File: config.mk
export PLATFORM = sky130hd
export DESIGN_NAME = cfc_frame_codec
export DESIGN_NICKNAME = d
export VERILOG_FILES = /design/src/cfc_pkg.sv /design/src/cfc_frame_codec.sv
export SDC_FILE = /design/constraint.sdc
export NUM_CORES = 1
export LEC_CHECK = 0
export ABC_AREA = 1
export BUFFER_PORTS_ARGS = -buffer_cell sky130_fd_sc_hd__clkbuf_2
export CORE_UTILIZATION = 35
export CTS_CLUSTER_DIAMETER = 120
export DETAILED_ROUTE_END_ITERATION = 7
export GPL_TIMING_DRIVEN = 0
export PLACE_DENSITY_LB_ADDON = 0.1
export SYNTH_ARGS = -nofsm -noshare
export SYNTH_HDL_FRONTEND = slang
export SYNTH_SLANG_ARGS = --single-unit
File: constraint.sdc
create_clock -name clk_sys_in -period 8 [get_ports clk_sys_in]
set_input_delay 0.8 -clock clk_sys_in [delete_from_list [all_inputs] [get_ports clk_sys_in]]
set_output_delay 0.8 -clock clk_sys_in [all_outputs]
set_load 0.03 [all_outputs]
File: src/cfc_pkg.sv
// Constants, types and CRC helper for the tag frame codec
package cfc_pkg;
  localparam int unsigned CLK_KHZ     = 25000;
  // Elementary time unit, ns
  localparam int unsigned ETU_NS      = 9440;
  localparam int unsigned ETU_CYC     = ETU_NS * CLK_KHZ / 1000000;
  localparam int unsigned SC_PER_ETU  = 8;
  localparam int unsigned GUARD_SC    = 128;
  localparam int unsigned SYNC_SC     = 128;
  localparam int unsigned GUARD_ETU   = GUARD_SC / SC_PER_ETU;
  localparam int unsigned SYNC_ETU    = SYNC_SC / SC_PER_ETU;
  localparam int unsigned MARK_LOW_ETU = 10;
  localparam int unsigned MARK_ETU    = 12;
  localparam int unsigned SOF_HI_MIN_ETU = 2;
  localparam int unsigned SOF_HI_MAX_ETU = 3;
  localparam int unsigned CHAR_BITS   = 10;
  localparam int unsigned GAP_MAX_ETU = 16;
  localparam logic [11:0] HALF_CYC    = 12'(ETU_CYC / 2);
  localparam logic [11:0] BIT_END_CYC = 12'(ETU_CYC - 1);
  localparam logic [11:0] LOW_MIN_CYC = 12'(MARK_LOW_ETU * ETU_CYC - ETU_CYC / 2);
  localparam logic [11:0] LOW_MAX_CYC = 12'(MARK_LOW_ETU * ETU_CYC + ETU_CYC / 2);
  localparam logic [11:0] HI_MIN_CYC  = 12'(SOF_HI_MIN_ETU * ETU_CYC - ETU_CYC / 2);
  localparam logic [11:0] HI_MAX_CYC  = 12'(SOF_HI_MAX_ETU * ETU_CYC + ETU_CYC / 2);
  localparam logic [11:0] GAP_MAX_CYC = 12'(GAP_MAX_ETU * ETU_CYC);
  localparam logic [11:0] EOF_MAX_CYC = 12'(ETU_CYC);
  localparam logic [11:0] CNT_MAX     = 12'hFFF;
  localparam logic [15:0] CRC_PRESET  = 16'hFFFF;
  localparam logic [15:0] CRC_POLY    = 16'h8408;
  localparam logic [15:0] CRC_RESIDUE = 16'hF0B8;
  localparam int unsigned NUM_BLOCKS  = 16;
  localparam int unsigned ID_BLOCKS   = 4;
  localparam int unsigned LOCK_PAIRS  = 6;
  localparam logic [15:0] BLOCK_RESET = 16'h0000;

  typedef enum logic [2:0] {
    RX_IDLE, RX_SOFL, RX_SOFH, RX_CHAR, RX_GAP, RX_EOF
  } cfc_rx_state_t;
  typedef enum logic [2:0] {
    TX_IDLE, TX_SYNC, TX_SOF, TX_CHAR, TX_EOF
  } cfc_tx_state_t;
  typedef enum logic [1:0] {SRC_DATA, SRC_LO, SRC_HI} cfc_src_t;

  // Reflected CRC, one byte, LSB first
  function automatic logic [15:0] crc_byte(input logic [15:0] crc,
                                           input logic [7:0]  data);
    logic [15:0] c;
    c = crc ^ {8'h00, data};
    for (int i = 0; i < 8; i++) begin
      c = c[0] ? ((c >> 1) ^ CRC_POLY) : (c >> 1);
    end
    return c;
  endfunction : crc_byte
endpackage : cfc_pkg

File: src/cfc_frame_codec.sv
// Frame codec, CRC and block memory of the contactless tag
`timescale 1ns/10ps
// Behaviour
// - Each byte travels as a ten-bit character, LSB first.
// - Character: start bit 0, eight data bits LSB first, stop bit 1.
// - Any receive error: no error answer, no execution.
// - One ETU lasts 9.44 us, 106 kbit/s both ways.
// - Request SOF: ten ETUs low, then two to three ETUs high.
// - Request EOF: ten ETUs low then a rising edge ends the frame.
// - Answer SOF: ten ETUs zero then two ETUs one.
// - Answer EOF: ten ETUs zero then two ETUs one.
// - Answer bits are BPSK on an 847.5 kHz subcarrier.
// - No modulation for at least 128 subcarrier periods after a frame.
// - Then 128 subcarrier periods of reference phase for sync.
// - First phase change after sync is the start of the answer SOF.
// - CRC is 16-bit Type B, preset to all ones.
// - Two CRC bytes before EOF cover all bytes after SOF.
// - Bad request CRC: frame dropped, no answer.
// - CRC goes low byte first, each byte LSB first.
// - Sixteen 16-bit blocks; blocks 0 to 3 hold fixed identifier.
// - Blocks 4 to 14 user area; block 15 bits 3:0 give select id; lock bits sit in their own register.
// - Lock inhibits writes to blocks 4 to 15 in pairs.
// - Protection status of blocks 4 to 15 is reported.
module cfc_frame_codec
  import cfc_pkg::*;
#(
  parameter logic [63:0] ID_WORDS = 64'h0123_4567_89AB_CDEF // Arbitrary
) (
  input  wire logic        clk_sys_in,        // 25 MHz clock
  input  wire logic        rst_n_in,          // Sync reset, active low
  input  wire logic        rx_line_in,        // Demodulated request level
  output logic             load_mod_out,      // Load modulation switch
  output logic             tx_busy_out,       // Answer on the air
  output logic [7:0]       rx_byte_out,       // Received byte
  output logic             rx_byte_valid_out, // Byte strobe
  output logic             rx_frame_ok_out,   // Good frame end
  output logic             rx_frame_err_out,  // Bad frame end
  input  wire logic [7:0]  tx_data_in,        // Answer byte
  input  wire logic        tx_valid_in,       // Answer byte present
  output logic             tx_ready_out,      // Answer byte taken
  input  wire logic [3:0]  mem_addr_in,       // Block address
  input  wire logic [15:0] mem_wdata_in,      // Block write data
  input  wire logic        mem_write_in,      // Block write strobe
  output logic [15:0]      mem_rdata_out,     // Block read data
  input  wire logic        lock_set_in,       // Lock strobe
  input  wire logic [5:0]  lock_mask_in,      // Pairs to lock
  output logic [5:0]       prot_status_out,   // Locked pairs
  output logic [3:0]       tag_select_identifier_out // Block 15 id
);

  if (ETU_CYC < 16 || ETU_CYC > 240) begin : g_chk
    $error("ETU cycle count outside supported range");
  end

  // Receive line synchroniser
  logic rx_s1, rx_s2, rx_d;
  always_ff @(posedge clk_sys_in) begin
    if (!rst_n_in) begin
      rx_s1 <= 1'b1;
      rx_s2 <= 1'b1;
      rx_d  <= 1'b1;
    end else begin
      rx_s1 <= rx_line_in;
      rx_s2 <= rx_s1;
      rx_d  <= rx_s2;
    end
  end
  wire fall = rx_d & ~rx_s2;
  wire rise = ~rx_d & rx_s2;

  cfc_rx_state_t rx_st;
  logic [11:0]   rx_cnt;
  logic [3:0]    rx_idx;
  logic [9:0]    rx_sh;
  logic [15:0]   rx_crc;
  logic [1:0]    rx_nb;
  wire  rx_hi_ok = rx_cnt >= HI_MIN_CYC && rx_cnt <= HI_MAX_CYC;
  wire  rx_lo_ok = rx_cnt >= LOW_MIN_CYC && rx_cnt <= LOW_MAX_CYC;

  always_ff @(posedge clk_sys_in) begin
    if (!rst_n_in) begin
      rx_st             <= RX_IDLE;
      rx_cnt            <= 12'h000;
      rx_idx            <= 4'h0;
      rx_sh             <= 10'h000;
      rx_crc            <= CRC_PRESET;
      rx_nb             <= 2'h0;
      rx_byte_out       <= 8'h00;
      rx_byte_valid_out <= 1'b0;
      rx_frame_ok_out   <= 1'b0;
      rx_frame_err_out  <= 1'b0;
    end else begin
      rx_byte_valid_out <= 1'b0;
      rx_frame_ok_out   <= 1'b0;
      rx_frame_err_out  <= 1'b0;
      if (rx_cnt != CNT_MAX) rx_cnt <= rx_cnt + 12'h001;
      case (rx_st)
        RX_IDLE: if (fall) begin
          rx_st  <= RX_SOFL;
          rx_cnt <= 12'h000;
        end
        RX_SOFL: if (rise) begin
          rx_cnt <= 12'h000;
          rx_st  <= rx_lo_ok ? RX_SOFH : RX_IDLE;
        end else if (rx_cnt > LOW_MAX_CYC) begin
          rx_st <= RX_IDLE;
        end
        // SOF high phase, then first start bit
        RX_SOFH: if (fall) begin
          rx_cnt <= 12'h000;
          rx_idx <= 4'h0;
          rx_crc <= CRC_PRESET;
          rx_nb  <= 2'h0;
          rx_st  <= rx_hi_ok ? RX_CHAR : RX_IDLE;
        end else if (rx_cnt > HI_MAX_CYC) begin
          rx_st <= RX_IDLE;
        end
        RX_CHAR: begin
          if (rx_cnt == BIT_END_CYC) begin
            rx_cnt <= 12'h000;
            rx_idx <= rx_idx + 4'h1;
          end
          if (rx_cnt == HALF_CYC) begin
            rx_sh <= {rx_s2, rx_sh[9:1]};
            if (rx_idx == 4'(CHAR_BITS - 1)) begin
              rx_cnt <= 12'h000;
              // Start 0 and stop 1 framing
              if (!rx_sh[1] && rx_s2) begin
                rx_byte_out       <= rx_sh[9:2];
                rx_byte_valid_out <= 1'b1;
                rx_crc <= crc_byte(rx_crc, rx_sh[9:2]);
                if (rx_nb != 2'h3) rx_nb <= rx_nb + 2'h1;
                rx_st <= RX_GAP;
              end else if (rx_sh[9:1] == 9'h000 && !rx_s2) begin
                rx_st <= RX_EOF;
              end else begin
                rx_frame_err_out <= 1'b1;
                rx_st            <= RX_IDLE;
              end
            end
          end
        end
        RX_GAP: if (fall) begin
          rx_cnt <= 12'h000;
          rx_idx <= 4'h0;
          rx_st  <= RX_CHAR;
        end else if (rx_cnt > GAP_MAX_CYC) begin
          rx_frame_err_out <= 1'b1;
          rx_st            <= RX_IDLE;
        end
        // EOF closes on the rising edge
        RX_EOF: if (rise) begin
          rx_st <= RX_IDLE;
          // Residue check over data and CRC bytes
          if (rx_nb == 2'h3 && rx_crc == CRC_RESIDUE) begin
            rx_frame_ok_out <= 1'b1;
          end else begin
            rx_frame_err_out <= 1'b1;
          end
        end else if (rx_cnt > EOF_MAX_CYC) begin
          rx_frame_err_out <= 1'b1;
          rx_st            <= RX_IDLE;
        end
        default: rx_st <= RX_IDLE;
      endcase
    end
  end

  // Subcarrier: 16 half periods per ETU, fractional step
  logic [7:0] sc_cnt;
  logic [7:0] sc_acc;
  logic       sc;
  wire        etu_tick = sc_cnt == 8'(ETU_CYC - 1);
  always_ff @(posedge clk_sys_in) begin
    if (!rst_n_in) begin
      sc_cnt <= 8'h00;
      sc_acc <= 8'h00;
      sc     <= 1'b0;
    end else begin
      sc_cnt <= etu_tick ? 8'h00 : sc_cnt + 8'h01;
      if (sc_acc + 8'h10 >= 8'(ETU_CYC)) begin
        sc_acc <= sc_acc + 8'h10 - 8'(ETU_CYC);
        sc     <= ~sc;
      end else begin
        sc_acc <= sc_acc + 8'h10;
      end
    end
  end

  cfc_tx_state_t tx_st;
  cfc_src_t      tx_src, next_src;
  logic [4:0]    tx_seg;
  logic [3:0]    tx_idx;
  logic [9:0]    tx_sh, next_sh;
  logic [15:0]   tx_crc, next_crc;
  logic          next_take, next_end, tx_bit;
  logic [4:0]    guard;
  wire  tx_done  = tx_st == TX_EOF && etu_tick && tx_seg == 5'(MARK_ETU - 1);
  wire  tx_load  = etu_tick && ((tx_st == TX_SOF && tx_seg == 5'(MARK_ETU - 1))
                   || (tx_st == TX_CHAR && tx_idx == 4'(CHAR_BITS - 1)));

  // Guard time restarts after every frame
  always_ff @(posedge clk_sys_in) begin
    if (!rst_n_in || rx_st != RX_IDLE || tx_done) begin
      guard <= 5'h00;
    end else if (etu_tick && guard != 5'(GUARD_ETU)) begin
      guard <= guard + 5'h01;
    end
  end

  // Next character: data, then CRC low, CRC high, then EOF
  always_comb begin
    next_sh   = tx_sh;
    next_crc  = tx_crc;
    next_src  = tx_src;
    next_take = 1'b0;
    next_end  = 1'b0;
    if (tx_src == SRC_DATA && tx_valid_in) begin
      next_sh   = {1'b1, tx_data_in, 1'b0};
      next_crc  = crc_byte(tx_crc, tx_data_in);
      next_take = 1'b1;
    end else if (tx_src == SRC_DATA) begin
      next_sh  = {1'b1, ~tx_crc[7:0], 1'b0};
      next_src = SRC_LO;
    end else if (tx_src == SRC_LO) begin
      next_sh  = {1'b1, ~tx_crc[15:8], 1'b0};
      next_src = SRC_HI;
    end else begin
      next_end = 1'b1;
    end
  end

  always_comb begin
    case (tx_st)
      TX_SOF, TX_EOF: tx_bit = tx_seg >= 5'(MARK_LOW_ETU);
      TX_CHAR:        tx_bit = tx_sh[0];
      default:        tx_bit = 1'b1;
    endcase
  end

  always_ff @(posedge clk_sys_in) begin
    if (!rst_n_in) begin
      tx_st        <= TX_IDLE;
      tx_src       <= SRC_DATA;
      tx_seg       <= 5'h00;
      tx_idx       <= 4'h0;
      tx_sh        <= 10'h3FF;
      tx_crc       <= CRC_PRESET;
      tx_ready_out <= 1'b0;
    end else begin
      tx_ready_out <= 1'b0;
      if (tx_load) begin
        tx_sh        <= next_sh;
        tx_crc       <= next_crc;
        tx_src       <= next_src;
        tx_ready_out <= next_take;
        tx_idx       <= 4'h0;
        tx_seg       <= 5'h00;
        tx_st        <= next_end ? TX_EOF : TX_CHAR;
      end else if (etu_tick) begin
        case (tx_st)
          TX_IDLE: if (tx_valid_in && guard == 5'(GUARD_ETU)
                       && rx_st == RX_IDLE) begin
            tx_st  <= TX_SYNC;
            tx_seg <= 5'h00;
          end
          TX_SYNC: if (tx_seg == 5'(SYNC_ETU - 1)) begin
            tx_st  <= TX_SOF;
            tx_seg <= 5'h00;
            tx_src <= SRC_DATA;
            tx_crc <= CRC_PRESET;
          end else begin
            tx_seg <= tx_seg + 5'h01;
          end
          TX_CHAR: begin
            tx_sh  <= {1'b1, tx_sh[9:1]};
            tx_idx <= tx_idx + 4'h1;
          end
          TX_SOF, TX_EOF: begin
            tx_seg <= tx_seg + 5'h01;
            if (tx_done) tx_st <= TX_IDLE;
          end
          default: tx_st <= TX_IDLE;
        endcase
      end
    end
  end

  // Logic one keeps reference phase, zero inverts it
  always_ff @(posedge clk_sys_in) begin
    if (!rst_n_in) begin
      load_mod_out <= 1'b0;
      tx_busy_out  <= 1'b0;
    end else begin
      load_mod_out <= (tx_st != TX_IDLE) & (sc ^ ~tx_bit);
      tx_busy_out  <= tx_st != TX_IDLE;
    end
  end

  // Block memory; identifier blocks are constants, not storage
  logic [15:0] blk [ID_BLOCKS:NUM_BLOCKS-1];
  logic [5:0]  lock;
  wire  [2:0]  pair = 3'((mem_addr_in - 4'(ID_BLOCKS)) >> 1);
  wire         user = mem_addr_in >= 4'(ID_BLOCKS);
  always_ff @(posedge clk_sys_in) begin
    if (!rst_n_in) begin
      lock <= 6'h00;
    end else if (lock_set_in) begin
      lock <= lock | lock_mask_in;
    end
  end

  always_ff @(posedge clk_sys_in) begin
    if (!rst_n_in) begin
      for (int i = ID_BLOCKS; i < NUM_BLOCKS; i++) blk[i] <= BLOCK_RESET;
    end else if (mem_write_in && user && !lock[pair]) begin
      blk[mem_addr_in] <= mem_wdata_in;
    end
  end

  always_ff @(posedge clk_sys_in) begin
    if (!rst_n_in) begin
      mem_rdata_out             <= 16'h0000;
      prot_status_out           <= 6'h00;
      tag_select_identifier_out <= 4'h0;
    end else begin
      mem_rdata_out <= user ? blk[mem_addr_in]
                            : ID_WORDS[mem_addr_in[1:0]*16 +: 16];
      prot_status_out           <= lock;
      tag_select_identifier_out <= blk[NUM_BLOCKS-1][3:0];
    end
  end
endmodule : cfc_frame_codec

==> flow_summary.ini <==
[clock_network]
root_buffer = clkbuf_16
holdBufCountCts = 0
cts_sinks = 410
cts_setup_buffers = 0
clockBufferDepth = 3
clkTransAtPathRegs_ns = 0.06
cts_resized = 0
worstSkewPairLatency_ns = 0.61
cts_tree = done
numCtsBuffers = 47
cts_htree_levels = 2

[detailed_routing]
initialDrtViolationCount = 1275
ant_nets = 0
vias = 14672
drc = 0
wl_mm = 58.90
post_drt_wl_per_cell_um = 20.60
via_per_inst = 5.132
firstDrtPassIters = 6

[timing]
setup_viol = 0
fin_skew_ns = 0.03393
max-slew-margin-rel = 0.2879
fmax_mhz = 217.1
period_needed_ns = 4.607
timing.final.crit_share = 0.5759
hold_viol_final = 0
tns_ns = 0
grt_setup_unrepaired = false
holdWs_ns = 0.4064
slew_violations = 0
worst_slew_pin_slew_ns = 1.068

[power_and_ir_drop]
power_per_cell_area_mw_per_mm2 = 231.7
leakage_nw = 8.651
p_total_mw = 4.922
vdd_drop_max_uv = 164.1

[finish]
drive_above_1_share = 0.1166
fin_nets = 2206
fillers = 5139
area.growth.synth_to_final_pct = 15.31
multiInputGateArea_mm2 = 0.006591
final_cell_area_mm2 = 0.02125
fin_util = 0.4116
num_antenna_cells = 0
layout.area.seq_mm2 = 0.01077

[outcome]
outcome = finished, final reports clean

[yosys]
synth_most_common_cell = nand2_1
synthDominantCellAreaShare = 0.4172
synth_edf_count = 256
ys_async_sr_fraction = 0
ys_ff_latch = 410
synth-seq-area-share = 0.5845
syn_area_mm2 = 0.01843
synth_warnings = 0
synthTopCellsByCount = 436 x nand2_1, 328 x nor2_1, 256 x edfxtp_1
synth_nets = 2075
syn-instance-count = 2011
synth.distinct_cells = 52
synth_top_area_cell = edfxtp_1
avgSynthCellArea_um2 = 9.162
synth_top_cells_by_area = edfxtp_1 42%, dfxtp_1 17%, nand2_1 8.9%
ys.flop_type = edfxtp_1

[die]
die_y_um = 231.4
fp-row-count = 83
coreArea_mm2 = 0.05161
dieArea_mm2 = 0.05356
io_pins = 80
fp.dieW_um = 231.4
initial_core_util = 0.3570

[worst_setup_path]
timing.rr.end = blk[10][0]
critPathMaxFanout = 16
crit_required_ns = 8.20
crit_chain = clkbuf_2, clkbuf_1, inv_2, clkbuf_1, ha_1, nor2_4, o211ai_1, inv_2, nand2_4, nor2_4, nand2_2, buf_2, nand2_1
end_kind = flip-flop
r2r_slack_ns = 5.22
startpoint = mem_addr_in[2]
ff2ff_path_depth = 8
critical-path-max-stage-delay_ns = 0.76
rr_startpoint = lock[4]
cp.arrival_ns = 4.81
cpMaxStageDelayCell = nand2_1
critPathLaunchType = input pin
crit_type = input pin to flip-flop

[placed_design]
place.gp.congestion = 0.8637
numPortBuffers = 79
post_dp_cell_area_mm2 = 0.01973
dp_hpwl_mm = 41.98

[grt]
grt_max_degree = 17
antenna_found_initial = 0
overflow = 0
grtUsageTotal = 0.2206
grt_pass1_wl_mm = 87.71
grt_pass1_vias = 13940

[flow_run]
cap_violations = 0

[hold_path]
hold_path_startpoint = rx_line_in
min_path_type = input pin to flip-flop
min_to = rx_s1
holdPathStages = 2
## layout make-up
type / count / area share
flip-flops and latches: 410 / 0.5069
repair buffers: 82 / 0.02055
inverters: 170 / 0.03004
clock buffers: 65 / 0.06243
well taps: 680 / 0.04005
plain buffers: 98 / 0.02061
clock inverters: 21 / 0.009128
multi-input cells: 1333 / 0.3102
## how the worst max path moves through the flow
stage	end
2_1_floorplan	blk[2][0]
3_3_place_gp	blk[2][13]
3_5_place_dp	blk[10][12]
4_1_cts	blk[10][0]
5_1_grt	blk[10][0]
6_report	blk[10][0]
## stage by stage
stage | worst slack, ns | instances
finish | 3.393 | 2859
global route | 3.254 | 2859
CTS | 3.524 | 2859
detailed placement | 2.878 | 2773
global placement | 2.009 | 2770
floorplan | 4.287 | 2011
## cell usage in the layout, fill, tap and decap left out, drive strengths merged, types with 2 or more instances in the layout
master / n
dfxtp: 154
a22o: 4
a22oi: 41
nor4: 5
nand4: 59
a21oi: 68
a31oi: 3
nand3: 115
ha: 24
clkinv: 14
o21ai: 97
nor3b: 6
a211oi: 11
inv: 173
nand3b: 4
clkbuf: 197
bufinv: 3
o211ai: 20
buf: 48
xor2: 15
o22ai: 2
o221ai: 3
nor3: 19
nor2: 339
xnor2: 29
nand2: 456
or2: 4
edfxtp: 256
## report_power, final
part	internal (mW)	total (mW)	switching [mW]
Combinational	0.110	0.432	0.322
Clock	1.26	2.16	0.902
Sequential	2.30	2.33	0.0293
## layer usage
layer	track usage	up-vias	share of wire
li1	-	7020	-
met4	0.08361	0	0.034
met5	0	-	0
met2	0.3691	416	0.47
met1	0.2899	7126	0.44
met3	0.02793	110	0.052
## logic make-up after synthesis
kind of cell    after synthesis  synth area share
fa+ha+maj                    24           0.01630
compound gates              255           0.08461
flops                       410            0.5845
buf+inv                     268           0.05840
mux                           1         0.0005433
xor+xnor                     44           0.02092
simple gates               1009            0.2347
## worst max-delay path: cells and delay by family
kind	cells	cell delay, ns
AOI/OAI and AO/OA	1	0.17
adders and majority gates	1	0.47
buffers and inverters	6	1.73
and+or+nand+nor	5	1.60
## registers in the layout, summed over array words and instances (netlist names), 8 cells and up
name           count
tx_sh              9
sc_cnt             8
rx_cnt            12
rx_byte_out        8
blk              256
tx_crc            16
mem_rdata_out     16
rx_crc            16
rx_sh              9
Note: power is estimated with default switching activity, not from simulation.
